==> src/rtl/flow_pkg.sv <==
// Function
// - PC-relative direct branch adds signed 24-bit offset to current program counter.
// - Absolute direct branch takes its target from the 24-bit address field.
// - PC-relative indirect-form branch sign-extends a 6-bit offset and adds it.
// - Indirect target is index plus modify; the index register keeps its value.
// - Jump with loop abort pops the loop stacks and the program counter stack.
// - A recurring interrupt is ignored and not latched while its routine runs.
// - Jump with clear interrupt clears that interrupt's latch and mask pointer bits.
// - Branch-type bit picks jump or call; calls ignore loop abort and clear interrupt.
// - A dedicated bit picks delayed or non-delayed branch.
// - With no test condition the branch is unconditional.
// - In single-lane mode indirect-form branch runs when condition true or absent.
// - Compute without else runs alongside the jump or call.
// - Compute with else runs only when the condition is false.
// - Dual-lane conditional branch is taken only when both elements test true.
// - Dual-lane compute without else runs only in elements testing true.
// - Dual-lane else compute runs in each element whose own condition is false.
// - Dual-lane second element computes on the complementary registers.
package flow_pkg;
    // -------------------------------------------------------------------------
    // Instruction word layout
    // -------------------------------------------------------------------------
    localparam int INSTR_W = 48;
    localparam int ADDR_W = 24;
    localparam int FORM_HI = 47;
    localparam int FORM_LO = 45;
    localparam int BIT_CALL = 44;
    localparam int BIT_DELAYED = 43;
    localparam int BIT_ABORT = 42;
    localparam int BIT_CLRINT = 41;
    localparam int BIT_ELSE = 40;
    localparam int BIT_CONDP = 39;
    localparam int IDX_HI = 33;
    localparam int IDX_LO = 31;
    localparam int MOD_HI = 30;
    localparam int MOD_LO = 28;
    localparam int REL6_HI = 28;
    localparam int REL6_LO = 23;
    localparam int REL6_W = 6;
    localparam int COMP_W = 23;
    localparam logic [2:0] FORM_ABS24 = 3'h1;
    localparam logic [2:0] FORM_REL24 = 3'h2;
    localparam logic [2:0] FORM_IND = 3'h3;
    localparam logic [2:0] FORM_REL6 = 3'h4;
    // -------------------------------------------------------------------------
    // Register map, byte addresses
    // -------------------------------------------------------------------------
    localparam int BUS_AW = 7;
    localparam logic [6:0] OFS_CTRL = 7'h00;
    localparam logic [6:0] OFS_STATUS = 7'h04;
    localparam logic [6:0] OFS_LATCH = 7'h08;
    localparam logic [6:0] OFS_MASKP = 7'h0C;
    localparam logic [1:0] BANK_INDEX = 2'h1;
    localparam logic [1:0] BANK_MODIFY = 2'h2;
    localparam int CTRL_DUAL_BIT = 0;
    localparam int STATUS_TAKEN_BIT = 31;
    localparam logic [31:0] CTRL_RESET = 32'h0000_0000;
    localparam int NUM_IRQ = 8;
    localparam int NUM_DAG = 8;
endpackage

==> src/rtl/lane_condition.sv <==
// -----------------------------------------------------------------------------
// Per-element condition and compute gate
// -----------------------------------------------------------------------------
module lane_condition (
    input wire logic condition_field_present_in,
    input wire logic condition_field_true_in,
    input wire logic else_in,
    input wire logic lane_active_in,
    output logic condition_field_met_out,
    output logic compute_en_out
);
    // A missing condition counts as true; an else compute needs a false test.
    always_comb
    begin
        condition_field_met_out = !condition_field_present_in || condition_field_true_in;
        if (else_in)
        begin
            compute_en_out = lane_active_in && condition_field_present_in && !condition_field_true_in;
        end
        else
        begin
            compute_en_out = lane_active_in && condition_field_met_out;
        end
    end
endmodule // lane_condition

==> src/rtl/branch_jump_call_control.sv <==
module branch_jump_call_control #(
    parameter int NUM_IRQ = flow_pkg::NUM_IRQ
) (
    input wire logic clk_in,
    input wire logic srst_in,
    input wire logic [flow_pkg::BUS_AW-1:0] avs_address_in,
    input wire logic avs_read_in,
    input wire logic avs_write_in,
    input wire logic [31:0] avs_writedata_in,
    input wire logic [3:0] avs_byteenable_in,
    output logic [31:0] avs_readdata_out,
    output logic avs_waitrequest_out,
    input wire logic instr_valid_in,
    input wire logic [flow_pkg::INSTR_W-1:0] instr_word_in,
    input wire logic [flow_pkg::ADDR_W-1:0] pc_in,
    input wire logic condition_field_x_in,
    input wire logic condition_field_y_in,
    input wire logic [NUM_IRQ-1:0] irq_raise_in,
    input wire logic [NUM_IRQ-1:0] isr_enter_in,
    input wire logic isr_exit_in,
    output logic branch_taken_out,
    output logic [flow_pkg::ADDR_W-1:0] branch_target_out,
    output logic branch_call_out,
    output logic branch_delayed_out,
    output logic flush_fetched_out,
    output logic pop_loop_stacks_out,
    output logic pop_pc_stack_out,
    output logic compute_en_x_out,
    output logic compute_en_y_out,
    output logic compute_complement_y_out,
    output logic [flow_pkg::COMP_W-1:0] compute_op_out,
    output logic [NUM_IRQ-1:0] interrupt_latch_out
);
    // -------------------------------------------------------------------------
    // State
    // -------------------------------------------------------------------------
    logic dual_lane_mode_q;
    logic [flow_pkg::ADDR_W-1:0] index_q [0:flow_pkg::NUM_DAG-1];
    logic [flow_pkg::ADDR_W-1:0] modify_q [0:flow_pkg::NUM_DAG-1];
    logic [NUM_IRQ-1:0] interrupt_latch_reg;
    logic [NUM_IRQ-1:0] interrupt_mask_pointer;
    logic [NUM_IRQ-1:0] current_irq;
    logic ack_q;
    logic [31:0] rdata_d;
    logic wr_fire;
    logic [2:0] form;
    logic is_call;
    logic condition_field_present;
    logic else_bit;
    logic form_ok;
    logic is_type9;
    logic met_x;
    logic met_y;
    logic cen_x;
    logic cen_y;
    logic take;
    logic loop_abort_modifier;
    logic clear_interrupt_modifier;
    logic [2:0] idx_sel;
    logic [2:0] mod_sel;
    logic [flow_pkg::ADDR_W-1:0] target_d;
    logic [flow_pkg::ADDR_W-1:0] rel24_sum;
    logic [flow_pkg::ADDR_W-1:0] rel6_sum;
    logic [flow_pkg::ADDR_W-1:0] ind_sum;
    logic [NUM_IRQ-1:0] ci_clear;
    logic [NUM_IRQ-1:0] exit_clear;

    // -------------------------------------------------------------------------
    // Instruction decode
    // -------------------------------------------------------------------------
    // Fields and modifier qualification; calls drop abort and clear interrupt.
    always_comb
    begin
        form = instr_word_in[flow_pkg::FORM_HI:flow_pkg::FORM_LO];
        is_call = instr_word_in[flow_pkg::BIT_CALL];
        condition_field_present = instr_word_in[flow_pkg::BIT_CONDP];
        is_type9 = (form == flow_pkg::FORM_IND) || (form == flow_pkg::FORM_REL6);
        else_bit = instr_word_in[flow_pkg::BIT_ELSE] && is_type9;
        form_ok = (form == flow_pkg::FORM_ABS24) || (form == flow_pkg::FORM_REL24) || is_type9;
        loop_abort_modifier = !is_call && instr_word_in[flow_pkg::BIT_ABORT];
        clear_interrupt_modifier = !is_call && instr_word_in[flow_pkg::BIT_CLRINT];
        idx_sel = instr_word_in[flow_pkg::IDX_HI:flow_pkg::IDX_LO];
        mod_sel = instr_word_in[flow_pkg::MOD_HI:flow_pkg::MOD_LO];
    end

    // Target adders for the three computed forms.
    always_comb
    begin
        rel24_sum = pc_in + instr_word_in[flow_pkg::ADDR_W-1:0];
        rel6_sum = pc_in + {{(flow_pkg::ADDR_W-flow_pkg::REL6_W){instr_word_in[flow_pkg::REL6_HI]}},
            instr_word_in[flow_pkg::REL6_HI:flow_pkg::REL6_LO]};
        ind_sum = index_q[idx_sel] + modify_q[mod_sel];
        if (form == flow_pkg::FORM_ABS24)
        begin
            target_d = instr_word_in[flow_pkg::ADDR_W-1:0];
        end
        else if (form == flow_pkg::FORM_REL24)
        begin
            target_d = rel24_sum;
        end
        else if (form == flow_pkg::FORM_IND)
        begin
            target_d = ind_sum;
        end
        else
        begin
            target_d = rel6_sum;
        end
    end

    // Condition evaluation in each processing element.
    lane_condition u_lane_x (
        .condition_field_present_in(condition_field_present),
        .condition_field_true_in(condition_field_x_in),
        .else_in(else_bit),
        .lane_active_in(is_type9),
        .condition_field_met_out(met_x),
        .compute_en_out(cen_x)
    );

    lane_condition u_lane_y (
        .condition_field_present_in(condition_field_present),
        .condition_field_true_in(condition_field_y_in),
        .else_in(else_bit),
        .lane_active_in(is_type9 && dual_lane_mode_q),
        .condition_field_met_out(met_y),
        .compute_en_out(cen_y)
    );

    // Single lane follows the first element; dual lane needs both to be met.
    always_comb
    begin
        if (dual_lane_mode_q)
        begin
            take = instr_valid_in && form_ok && met_x && met_y;
        end
        else
        begin
            take = instr_valid_in && form_ok && met_x;
        end
    end

    // -------------------------------------------------------------------------
    // Sequencer outputs
    // -------------------------------------------------------------------------
    // Registered one-cycle branch strobes; the target holds until the next taken branch.
    always_ff @(posedge clk_in)
    begin
        if (srst_in)
        begin
            branch_taken_out <= 1'b0;
            branch_target_out <= '0;
            branch_call_out <= 1'b0;
            branch_delayed_out <= 1'b0;
            flush_fetched_out <= 1'b0;
            pop_loop_stacks_out <= 1'b0;
            pop_pc_stack_out <= 1'b0;
        end
        else
        begin
            branch_taken_out <= take;
            branch_target_out <= take ? target_d : branch_target_out;
            branch_call_out <= take && is_call;
            branch_delayed_out <= take && instr_word_in[flow_pkg::BIT_DELAYED];
            flush_fetched_out <= take && !instr_word_in[flow_pkg::BIT_DELAYED];
            pop_loop_stacks_out <= take && loop_abort_modifier;
            pop_pc_stack_out <= take && loop_abort_modifier;
        end
    end

    // Registered compute enables for each element.
    always_ff @(posedge clk_in)
    begin
        if (srst_in)
        begin
            compute_en_x_out <= 1'b0;
            compute_en_y_out <= 1'b0;
            compute_complement_y_out <= 1'b0;
            compute_op_out <= '0;
        end
        else
        begin
            compute_en_x_out <= instr_valid_in && cen_x;
            compute_en_y_out <= instr_valid_in && cen_y;
            compute_complement_y_out <= instr_valid_in && cen_y;
            compute_op_out <= instr_word_in[flow_pkg::COMP_W-1:0];
        end
    end

    // -------------------------------------------------------------------------
    // Interrupt latch and mask pointer
    // -------------------------------------------------------------------------
    // The current interrupt is the lowest numbered routine in service.
    always_comb
    begin
        current_irq = interrupt_mask_pointer & (~interrupt_mask_pointer + {{(NUM_IRQ-1){1'b0}}, 1'b1});
        ci_clear = (instr_valid_in && take && clear_interrupt_modifier) ? current_irq : '0;
        exit_clear = isr_exit_in ? current_irq : '0;
    end

    // A raise for a routine already in service is dropped, also in the cycle of its clear; a new raise beats an entry.
    always_ff @(posedge clk_in)
    begin
        if (srst_in)
        begin
            interrupt_latch_reg <= '0;
        end
        else
        begin
            interrupt_latch_reg <= (interrupt_latch_reg & ~(isr_enter_in | ci_clear))
                | (irq_raise_in & ~interrupt_mask_pointer);
        end
    end

    // Entry sets the mask pointer bit; exit or clear interrupt removes it.
    always_ff @(posedge clk_in)
    begin
        if (srst_in)
        begin
            interrupt_mask_pointer <= '0;
        end
        else
        begin
            interrupt_mask_pointer <= (interrupt_mask_pointer & ~(ci_clear | exit_clear)) | isr_enter_in;
        end
    end

    // Latch copy for the interrupt controller.
    always_ff @(posedge clk_in)
    begin
        if (srst_in)
        begin
            interrupt_latch_out <= '0;
        end
        else
        begin
            interrupt_latch_out <= (interrupt_latch_reg & ~(isr_enter_in | ci_clear))
                | (irq_raise_in & ~interrupt_mask_pointer);
        end
    end

    // -------------------------------------------------------------------------
    // Avalon-MM slave
    // -------------------------------------------------------------------------
    // Read data selection; unmapped addresses read zero.
    always_comb
    begin
        rdata_d = '0;
        if (avs_address_in == flow_pkg::OFS_CTRL)
        begin
            rdata_d[flow_pkg::CTRL_DUAL_BIT] = dual_lane_mode_q;
        end
        else if (avs_address_in == flow_pkg::OFS_STATUS)
        begin
            rdata_d[flow_pkg::ADDR_W-1:0] = branch_target_out;
            rdata_d[flow_pkg::STATUS_TAKEN_BIT] = branch_taken_out;
        end
        else if (avs_address_in == flow_pkg::OFS_LATCH)
        begin
            rdata_d[NUM_IRQ-1:0] = interrupt_latch_reg;
        end
        else if (avs_address_in == flow_pkg::OFS_MASKP)
        begin
            rdata_d[NUM_IRQ-1:0] = interrupt_mask_pointer;
        end
        else if (avs_address_in[6:5] == flow_pkg::BANK_INDEX)
        begin
            rdata_d[flow_pkg::ADDR_W-1:0] = index_q[avs_address_in[4:2]];
        end
        else if (avs_address_in[6:5] == flow_pkg::BANK_MODIFY)
        begin
            rdata_d[flow_pkg::ADDR_W-1:0] = modify_q[avs_address_in[4:2]];
        end
    end

    assign wr_fire = avs_write_in && ack_q;

    // Each request waits one cycle, then waitrequest drops for exactly one cycle.
    always_ff @(posedge clk_in)
    begin
        if (srst_in)
        begin
            ack_q <= 1'b0;
            avs_waitrequest_out <= 1'b1;
            avs_readdata_out <= '0;
        end
        else
        begin
            ack_q <= (avs_read_in || avs_write_in) && !ack_q;
            avs_waitrequest_out <= !((avs_read_in || avs_write_in) && !ack_q);
            avs_readdata_out <= avs_read_in ? rdata_d : '0;
        end
    end

    // Control register write with byte enables.
    always_ff @(posedge clk_in)
    begin
        if (srst_in)
        begin
            dual_lane_mode_q <= flow_pkg::CTRL_RESET[flow_pkg::CTRL_DUAL_BIT];
        end
        else if (wr_fire && avs_address_in == flow_pkg::OFS_CTRL && avs_byteenable_in[0])
        begin
            dual_lane_mode_q <= avs_writedata_in[flow_pkg::CTRL_DUAL_BIT];
        end
    end

    // Index and modify banks; branches only read them.
    always_ff @(posedge clk_in)
    begin
        if (srst_in)
        begin
            for (int i = 0; i < flow_pkg::NUM_DAG; i++)
            begin
                index_q[i] <= '0;
                modify_q[i] <= '0;
            end
        end
        else if (wr_fire)
        begin
            for (int b = 0; b < 3; b++)
            begin
                if (avs_byteenable_in[b] && avs_address_in[6:5] == flow_pkg::BANK_INDEX)
                begin
                    index_q[avs_address_in[4:2]][b*8 +: 8] <= avs_writedata_in[b*8 +: 8];
                end
                if (avs_byteenable_in[b] && avs_address_in[6:5] == flow_pkg::BANK_MODIFY)
                begin
                    modify_q[avs_address_in[4:2]][b*8 +: 8] <= avs_writedata_in[b*8 +: 8];
                end
            end
        end
    end

    // -------------------------------------------------------------------------
    // Assertions
    // -------------------------------------------------------------------------
    property p_rel24;
        @(posedge clk_in) disable iff (srst_in)
        take && form == flow_pkg::FORM_REL24 |=> branch_taken_out && branch_target_out == $past(rel24_sum);
    endproperty
    a_rel24: assert property (p_rel24) else $error("relative 24 target wrong");

    property p_abs24;
        @(posedge clk_in) disable iff (srst_in)
        take && form == flow_pkg::FORM_ABS24 |=> branch_target_out == $past(instr_word_in[23:0]);
    endproperty
    a_abs24: assert property (p_abs24) else $error("absolute target wrong");

    property p_rel6;
        @(posedge clk_in) disable iff (srst_in)
        take && form == flow_pkg::FORM_REL6 && instr_word_in[flow_pkg::REL6_HI]
        |=> branch_target_out < $past(pc_in) || $past(pc_in) < 24'h000020;
    endproperty
    a_rel6: assert property (p_rel6) else $error("negative short offset not sign extended");

    property p_index_kept;
        @(posedge clk_in) disable iff (srst_in)
        take && form == flow_pkg::FORM_IND && !avs_write_in |=> index_q[$past(idx_sel)] == $past(index_q[idx_sel]);
    endproperty
    a_index_kept: assert property (p_index_kept) else $error("index changed by branch");

    property p_abort;
        @(posedge clk_in) disable iff (srst_in)
        pop_loop_stacks_out |-> pop_pc_stack_out && !branch_call_out && branch_taken_out;
    endproperty
    a_abort: assert property (p_abort) else $error("loop abort on call or without pop");

    property p_no_relatch;
        @(posedge clk_in) disable iff (srst_in)
        (irq_raise_in[2] && interrupt_mask_pointer[2] && !interrupt_latch_reg[2]) |=> !interrupt_latch_reg[2];
    endproperty
    a_no_relatch: assert property (p_no_relatch) else $error("in-service interrupt latched");

    property p_ci_clear;
        @(posedge clk_in) disable iff (srst_in)
        take && clear_interrupt_modifier && current_irq != '0 && isr_enter_in == '0
        |=> (interrupt_mask_pointer & $past(current_irq)) == '0;
    endproperty
    a_ci_clear: assert property (p_ci_clear) else $error("clear interrupt left mask pointer set");

    property p_delay;
        @(posedge clk_in) disable iff (srst_in)
        branch_taken_out |-> branch_delayed_out != flush_fetched_out;
    endproperty
    a_delay: assert property (p_delay) else $error("delayed and flush disagree");

    property p_uncond;
        @(posedge clk_in) disable iff (srst_in)
        instr_valid_in && form_ok && !condition_field_present |=> branch_taken_out;
    endproperty
    a_uncond: assert property (p_uncond) else $error("unconditional branch not taken");

    property p_dual_and;
        @(posedge clk_in) disable iff (srst_in)
        dual_lane_mode_q && condition_field_present && !(condition_field_x_in && condition_field_y_in) |=> !branch_taken_out;
    endproperty
    a_dual_and: assert property (p_dual_and) else $error("dual lane branch without both true");

    property p_else_false;
        @(posedge clk_in) disable iff (srst_in)
        instr_valid_in && else_bit |=> compute_en_x_out == $past(condition_field_present && !condition_field_x_in);
    endproperty
    a_else_false: assert property (p_else_false) else $error("else compute gating wrong");

    property p_y_lane;
        @(posedge clk_in) disable iff (srst_in)
        compute_en_y_out |-> compute_complement_y_out && $past(dual_lane_mode_q);
    endproperty
    a_y_lane: assert property (p_y_lane) else $error("second element compute outside dual lane");
endmodule // branch_jump_call_control

==> config.mk <==
export PLATFORM = sky130hd
export DESIGN_NAME = branch_jump_call_control
export DESIGN_NICKNAME = d
export VERILOG_FILES = /design/src/rtl/flow_pkg.sv /design/src/rtl/lane_condition.sv /design/src/rtl/branch_jump_call_control.sv
export SDC_FILE = /design/constraint.sdc
export NUM_CORES = 1
export LEC_CHECK = 0
export BUFFER_PORTS_ARGS = -buffer_cell sky130_fd_sc_hd__buf_4
export CORE_ASPECT_RATIO = 1.5
export CORE_MARGIN = 2
export CORE_UTILIZATION = 40
export DETAILED_ROUTE_END_ITERATION = 8
export SLEW_MARGIN = 30
export SYNTH_ARGS = -nofsm -noshare
export SYNTH_HDL_FRONTEND = slang
export SYNTH_SLANG_ARGS = --single-unit
export TNS_END_PERCENT = 5
==> constraint.sdc <==
create_clock -name clk_in -period 6.2 [get_ports clk_in]
set_input_delay 0.62 -clock clk_in [delete_from_list [all_inputs] [get_ports clk_in]]
set_output_delay 0.62 -clock clk_in [all_outputs]
set_load 0.03 [all_outputs]
After elaboration in Yosys (flattened, before gate mapping). Memories as Yosys holds them, arrays and structs flattened. Cells that the tools add are included. Widths: inputs -> output; s select.

Register bits after elaboration: 105. RAM bits: 384. Input port bits: 139. Output and inout port bits: 97. Logic and storage cells: 144. Memories: 2.

Memory list: index_q (words 8, bits a word 24, read ports 2, clocked after memory_dff 0, wr ports 8, RTL line branch_jump_call_control.sv:38) `logic [flow_pkg::ADDR_W-1:0] index_q [0:flow_pkg::NUM_DAG-1];`; modify_q (words 8, bits a word 24, read ports 2, clocked after memory_dff 0, wr ports 8, RTL line branch_jump_call_control.sv:39) `logic [flow_pkg::ADDR_W-1:0] modify_q [0:flow_pkg::NUM_DAG-1];`.

Add/subtract/negate cells: 4. Equal/unequal tests: 9. Mux-type cells: 48. Bitwise operators: 13. Reductions and logical operators: 50.

Operators with widths (number): $mux 24 (8); $add 24x24->24 (3); $reduce_or 24->1 (2); $and 8x8->8 (4); $mux 16 (2); $mux 8 (4); $or 8x8->8 (4); $logic_and 1x1->1 (31); $mux 1 (30); $not 8->8 (3); $eq 7x4->1 const B (2); $mux 3 (4); $add 8x1->8 const B (1); $eq 7x3->1 const B (1); $logic_not 1->1 (7); $logic_not 7->1 (1); $eq 3x2->1 const B (2); $logic_or 1x1->1 (6); $reduce_or 4->1 (1); $eq 3x1->1 const B (1); $eq 3x3->1 const B (1); $reduce_or 3->1 (1); $eq 2x1->1 const B (1); $eq 2x2->1 const B (1); other kinds (2) (3).

Longest topological paths before layout.
Depth after elaboration: 14. Mapped depth: 16. Mapped depth without buffers: 13.

Hierarchy. Synthesis repeated with hierarchy kept, for this count alone.

Cells, all modules: 2224. Area, all modules: 27959.3 µm².

Modules (own cells, without submodules): branch_jump_call_control (instances 1, cells an instance 2216, area an instance 27891.8 µm², sequential area each 13492.9 µm²); lane_condition (instances 2, cells an instance 4, area an instance 33.8 µm², sequential area each 0.0 µm²).

Least setup slack after synthesis. OpenSTA, ideal clock, no wires.

Path type: input to register. Start point: input port instr_word_in[28] (netlist bit). End point: register branch_target_out[21] (netlist bit). Library setup time: 0.130 ns. Arrival: 4.269 ns. Data required time: 6.070 ns. Path slack: 1.801 ns. Cell stages on the path: 13. Buffers on the path: 3. Cell sequence: clkbuf_1 > buf_1 > buf_2 > mux4_2 > mux2_2 > ha_1 > or3_4 > o31ai_4 > o21ai_2 > a311oi_2 > xnor2_1 > a2111oi_2 > o32ai_1.

Longest elaborated chain between the ends: 5. Elaborated cells on any way between the ends: 6. Those cells by class: add/sub (2); mux (3); memory (1).

RTL lines: start, declared (RTL line branch_jump_call_control.sv:14) `input wire logic [flow_pkg::INSTR_W-1:0] instr_word_in,`; $mem_v2 8x24; $add 24x24->24 (RTL line branch_jump_call_control.sv:92) `ind_sum = index_q[idx_sel] + modify_q[mod_sel];`; $mux 24 (*) (RTL line branch_jump_call_control.sv:101) `else if (form == flow_pkg::FORM_IND)`; $mux 24 (*) (RTL line branch_jump_call_control.sv:97) `else if (form == flow_pkg::FORM_REL24)`; $mux 24 (*) (RTL line branch_jump_call_control.sv:93) `if (form == flow_pkg::FORM_ABS24)`; end signal, assigned (RTL line branch_jump_call_control.sv:162) `branch_target_out <= take ? target_d : branch_target_out;`; end, declared (RTL line branch_jump_call_control.sv:22) `output logic [flow_pkg::ADDR_W-1:0] branch_target_out,`.

Mark *: on every way between the ends. The rest lies on a longest branch, timed or not. A chain may end at the register's enable or synchronous reset.

Worst setup path in the final report. Same ends and word-level chain as after synthesis.

==> reports/results.txt <==
# clock sinks - 482
First-pass GRT wire length - 135 mm
Pwr Density - 250 mW/mm^2
Post CTS Setup Buffer Count - 0
Yosys Warn Count - 0
Die Area - 0.0728 mm^2
Core Region - 0.0701 mm^2
RSZ-0062 raised after global routing - false
Yosys reg bits - 482
Layout Skew - 0.0299 ns
Syn Area/Cell - 12.3 um^2
Pleak - 12.4 nW
Initial antenna violation count - 1
Ports - 236
Vias in the first global route - 20,700
Post-synth cell types - 77
Worst-margin pin slew - 1.02 ns
Hold Fails Final Rpt - 0
Commonest cells after routing, fill and taps aside - and2_1 (394), edfxtp_1 (384), buf_4 (272)
Mapped Area - 0.0283 mm^2
Cts repair resizes - 0
Max Fclk - 0.242 GHz
Rows - 119
Drt first pass iters - 5
Worst Slack Setup Final - 2.07 ns
Dominant synthesized flop cell - edfxtp_1
Post-synth ARST share - 0
DR WL/cell - 26.9 um
Endpoints failing setup - 0
Clk buf depth - 3
Layout overhead on the synthesized area - 14.6%
Worst hold path type - input port to register
Max Slew Vio Count - 0
Port-buffer cells - 214
Clock-pin slew on the worst setup and hold paths - 0.06 ns
Post-CTS Hold Fix Bufs - 0
Pin count of the biggest net entering global routing - 68
TritonCTS Buffers - 46
GRT Overall Usage - 0.251
Most common cell after layout, fill and taps aside - and2_1
Via Count - 20,050
Critical Path AT - 4.59 ns
Final net count - 2,688
Placement Cell Area - 0.0308 mm^2
Die X - 221 um
Setup TNS after final layout - 0 ns
Crit-path max FO - 33
Sequential fraction of the synthesis area - 0.477
Pwr Total - 8.10 mW
Routed vias/inst - 5.86
Worst skew pair latency - 0.61 ns
Tmin final - 4.13 ns
Post-DRT Antenna Nets - 0
Setup crit start kind - input port
Post-Layout Cell Count - 3,420
Global route total overflow - 0
Max-cap violations - 0
CTS H-tree depth - 2
Routability Congestion - 1.01
Count of inserted antenna diode cells - 0
Worst slew margin - 0.318
Post-synth EDFFs - 384
Fin crit share - 0.666
Critical Path Sink Type - register
CTS tree - done
Die Y-Extent - 330 um
Clock Root Buffer - clkbuf_16
Area leader, netlist - edfxtp_1
Syn Inst Count - 2,304
Layout cells sized above 1 - 0.243
DRC viols - 0
Critical Path RT - 6.66 ns
Initial Utilization - 0.403
Pre-CTS setup slack - 1.44 ns
Top cells by area, synth - edfxtp_1 (41%), mux4_2 (15%), and2_1 (8.7%)
Post-Route WL - 92.1 mm
Max VDD drop - 233 uV
Status - finished, final reports clean
Initial DRC Count - 1,960
Kind of critical path - input port to register
HPWL after DPL - 67.6 mm
Final instance area - 0.0324 mm^2
Share of the synthesized area in the top cell type - 0.408
Placed instance count - 3,336
-- stage by stage --
| stage | hold slack [ns] | util |
|---|---|---|
| after global routing | 0.177 | 0.462 |
| after floorplan | 0.441 | - |
| final | 0.187 | 0.462 |
| after CTS | 0.161 | 0.462 |
| after detailed placement | 0.422 | 0.440 |
| after global placement | 0.433 | 0.440 |
-- synthesized netlist by cell type, drive strengths merged, types with 13 or more instances --
library cell / count
nand2b: 13
dfxtp: 98
nor3: 24
a31oi: 14
mux4: 192
nor2b: 45
and2: 394
o22ai: 27
xor2: 17
ha: 69
mux2: 51
mux2i: 68
edfxtp: 384
a21o: 27
inv: 27
nand2: 72
clkbuf: 103
buf: 53
nor2: 152
o211ai: 19
xnor2: 30
o21a: 16
o21ai: 97
a21oi: 105
and3: 18
a211oi: 16
or3: 15
nand3: 27
-- worst paths after layout --
check / start / end / slack (ns) / depth (start not counted)
setup / recovery: instr_word_in[28] / branch_target_out[21] / 2.07 / 13
hold / removal: instr_word_in[43] / flush_fetched_out / 0.19 / 2
setup reg to reg: index_q[2][1] / branch_target_out[21] / 2.38 / 12
hold reg to reg: branch_taken_out / avs_readdata_out[31] / 0.43 / 2
-- kinds of logic (layout without fill, tap and decap cells) --
group           after synthesis  count (layout)  share of synthesized area
compound gates              400             400                     0.0908
mux                         311             311                      0.197
simple gates                807             807                      0.160
other cells                   1               7                   0.000133
xor+xnor                     47              47                     0.0146
buf+inv                     184             387                     0.0270
flops                       482             482                      0.477
fa+ha+maj                    72              72                     0.0327
-- routing by layer --
layer | global-route usage | vias to the layer above | routed length (um)
li1 | - | 9056 | -
met1 | 0.293 | 10080 | 34700
met2 | 0.452 | 743 | 47600
met3 | 0.0350 | 169 | 4830
met4 | 0.123 | 2 | 4930
met5 | 0 | - | 11
-- worst max-delay path, stage by stage --
cell and delay [ns]:
buf_4 0.60, buf_4 0.36, mux4_2 0.59, mux2_2 0.29, ha_1 0.40, a21oi_1 0.27
o22ai_1 0.11, nor3_1 0.21, nor2_1 0.08, a311oi_2 0.26, xnor2_1 0.19, a2111oi_2 0.44
o32ai_1 0.15
-- sequential cells by signal, indices dropped and copies added, names as in the netlist, 8 cells and up --
name,cells
avs_readdata_out,25
branch_target_out,24
modify_q,192
interrupt_latch_out,8
compute_op_out,23
interrupt_mask_pointer,8
index_q,192
-- where the power goes --
part	internal, mW	switching (mW)	total [mW]
Combinational	0.597	0.883	1.48
Sequential	3.60	0.0694	3.67
Clock	1.66	1.28	2.95
Total	5.86	2.23	8.10
-- final cells by class --
type | count | area (um^2)
fillers | 6326 | 37700
well taps | 907 | 1130
flip-flops and latches | 482 | 13500
repair buffers | 275 | 2080
multi-input cells | 1644 | 14000
clock buffers | 58 | 1310
inverters | 28 | 105
clock inverters | 26 | 233
Note: power is estimated with default switching activity, not from simulation.
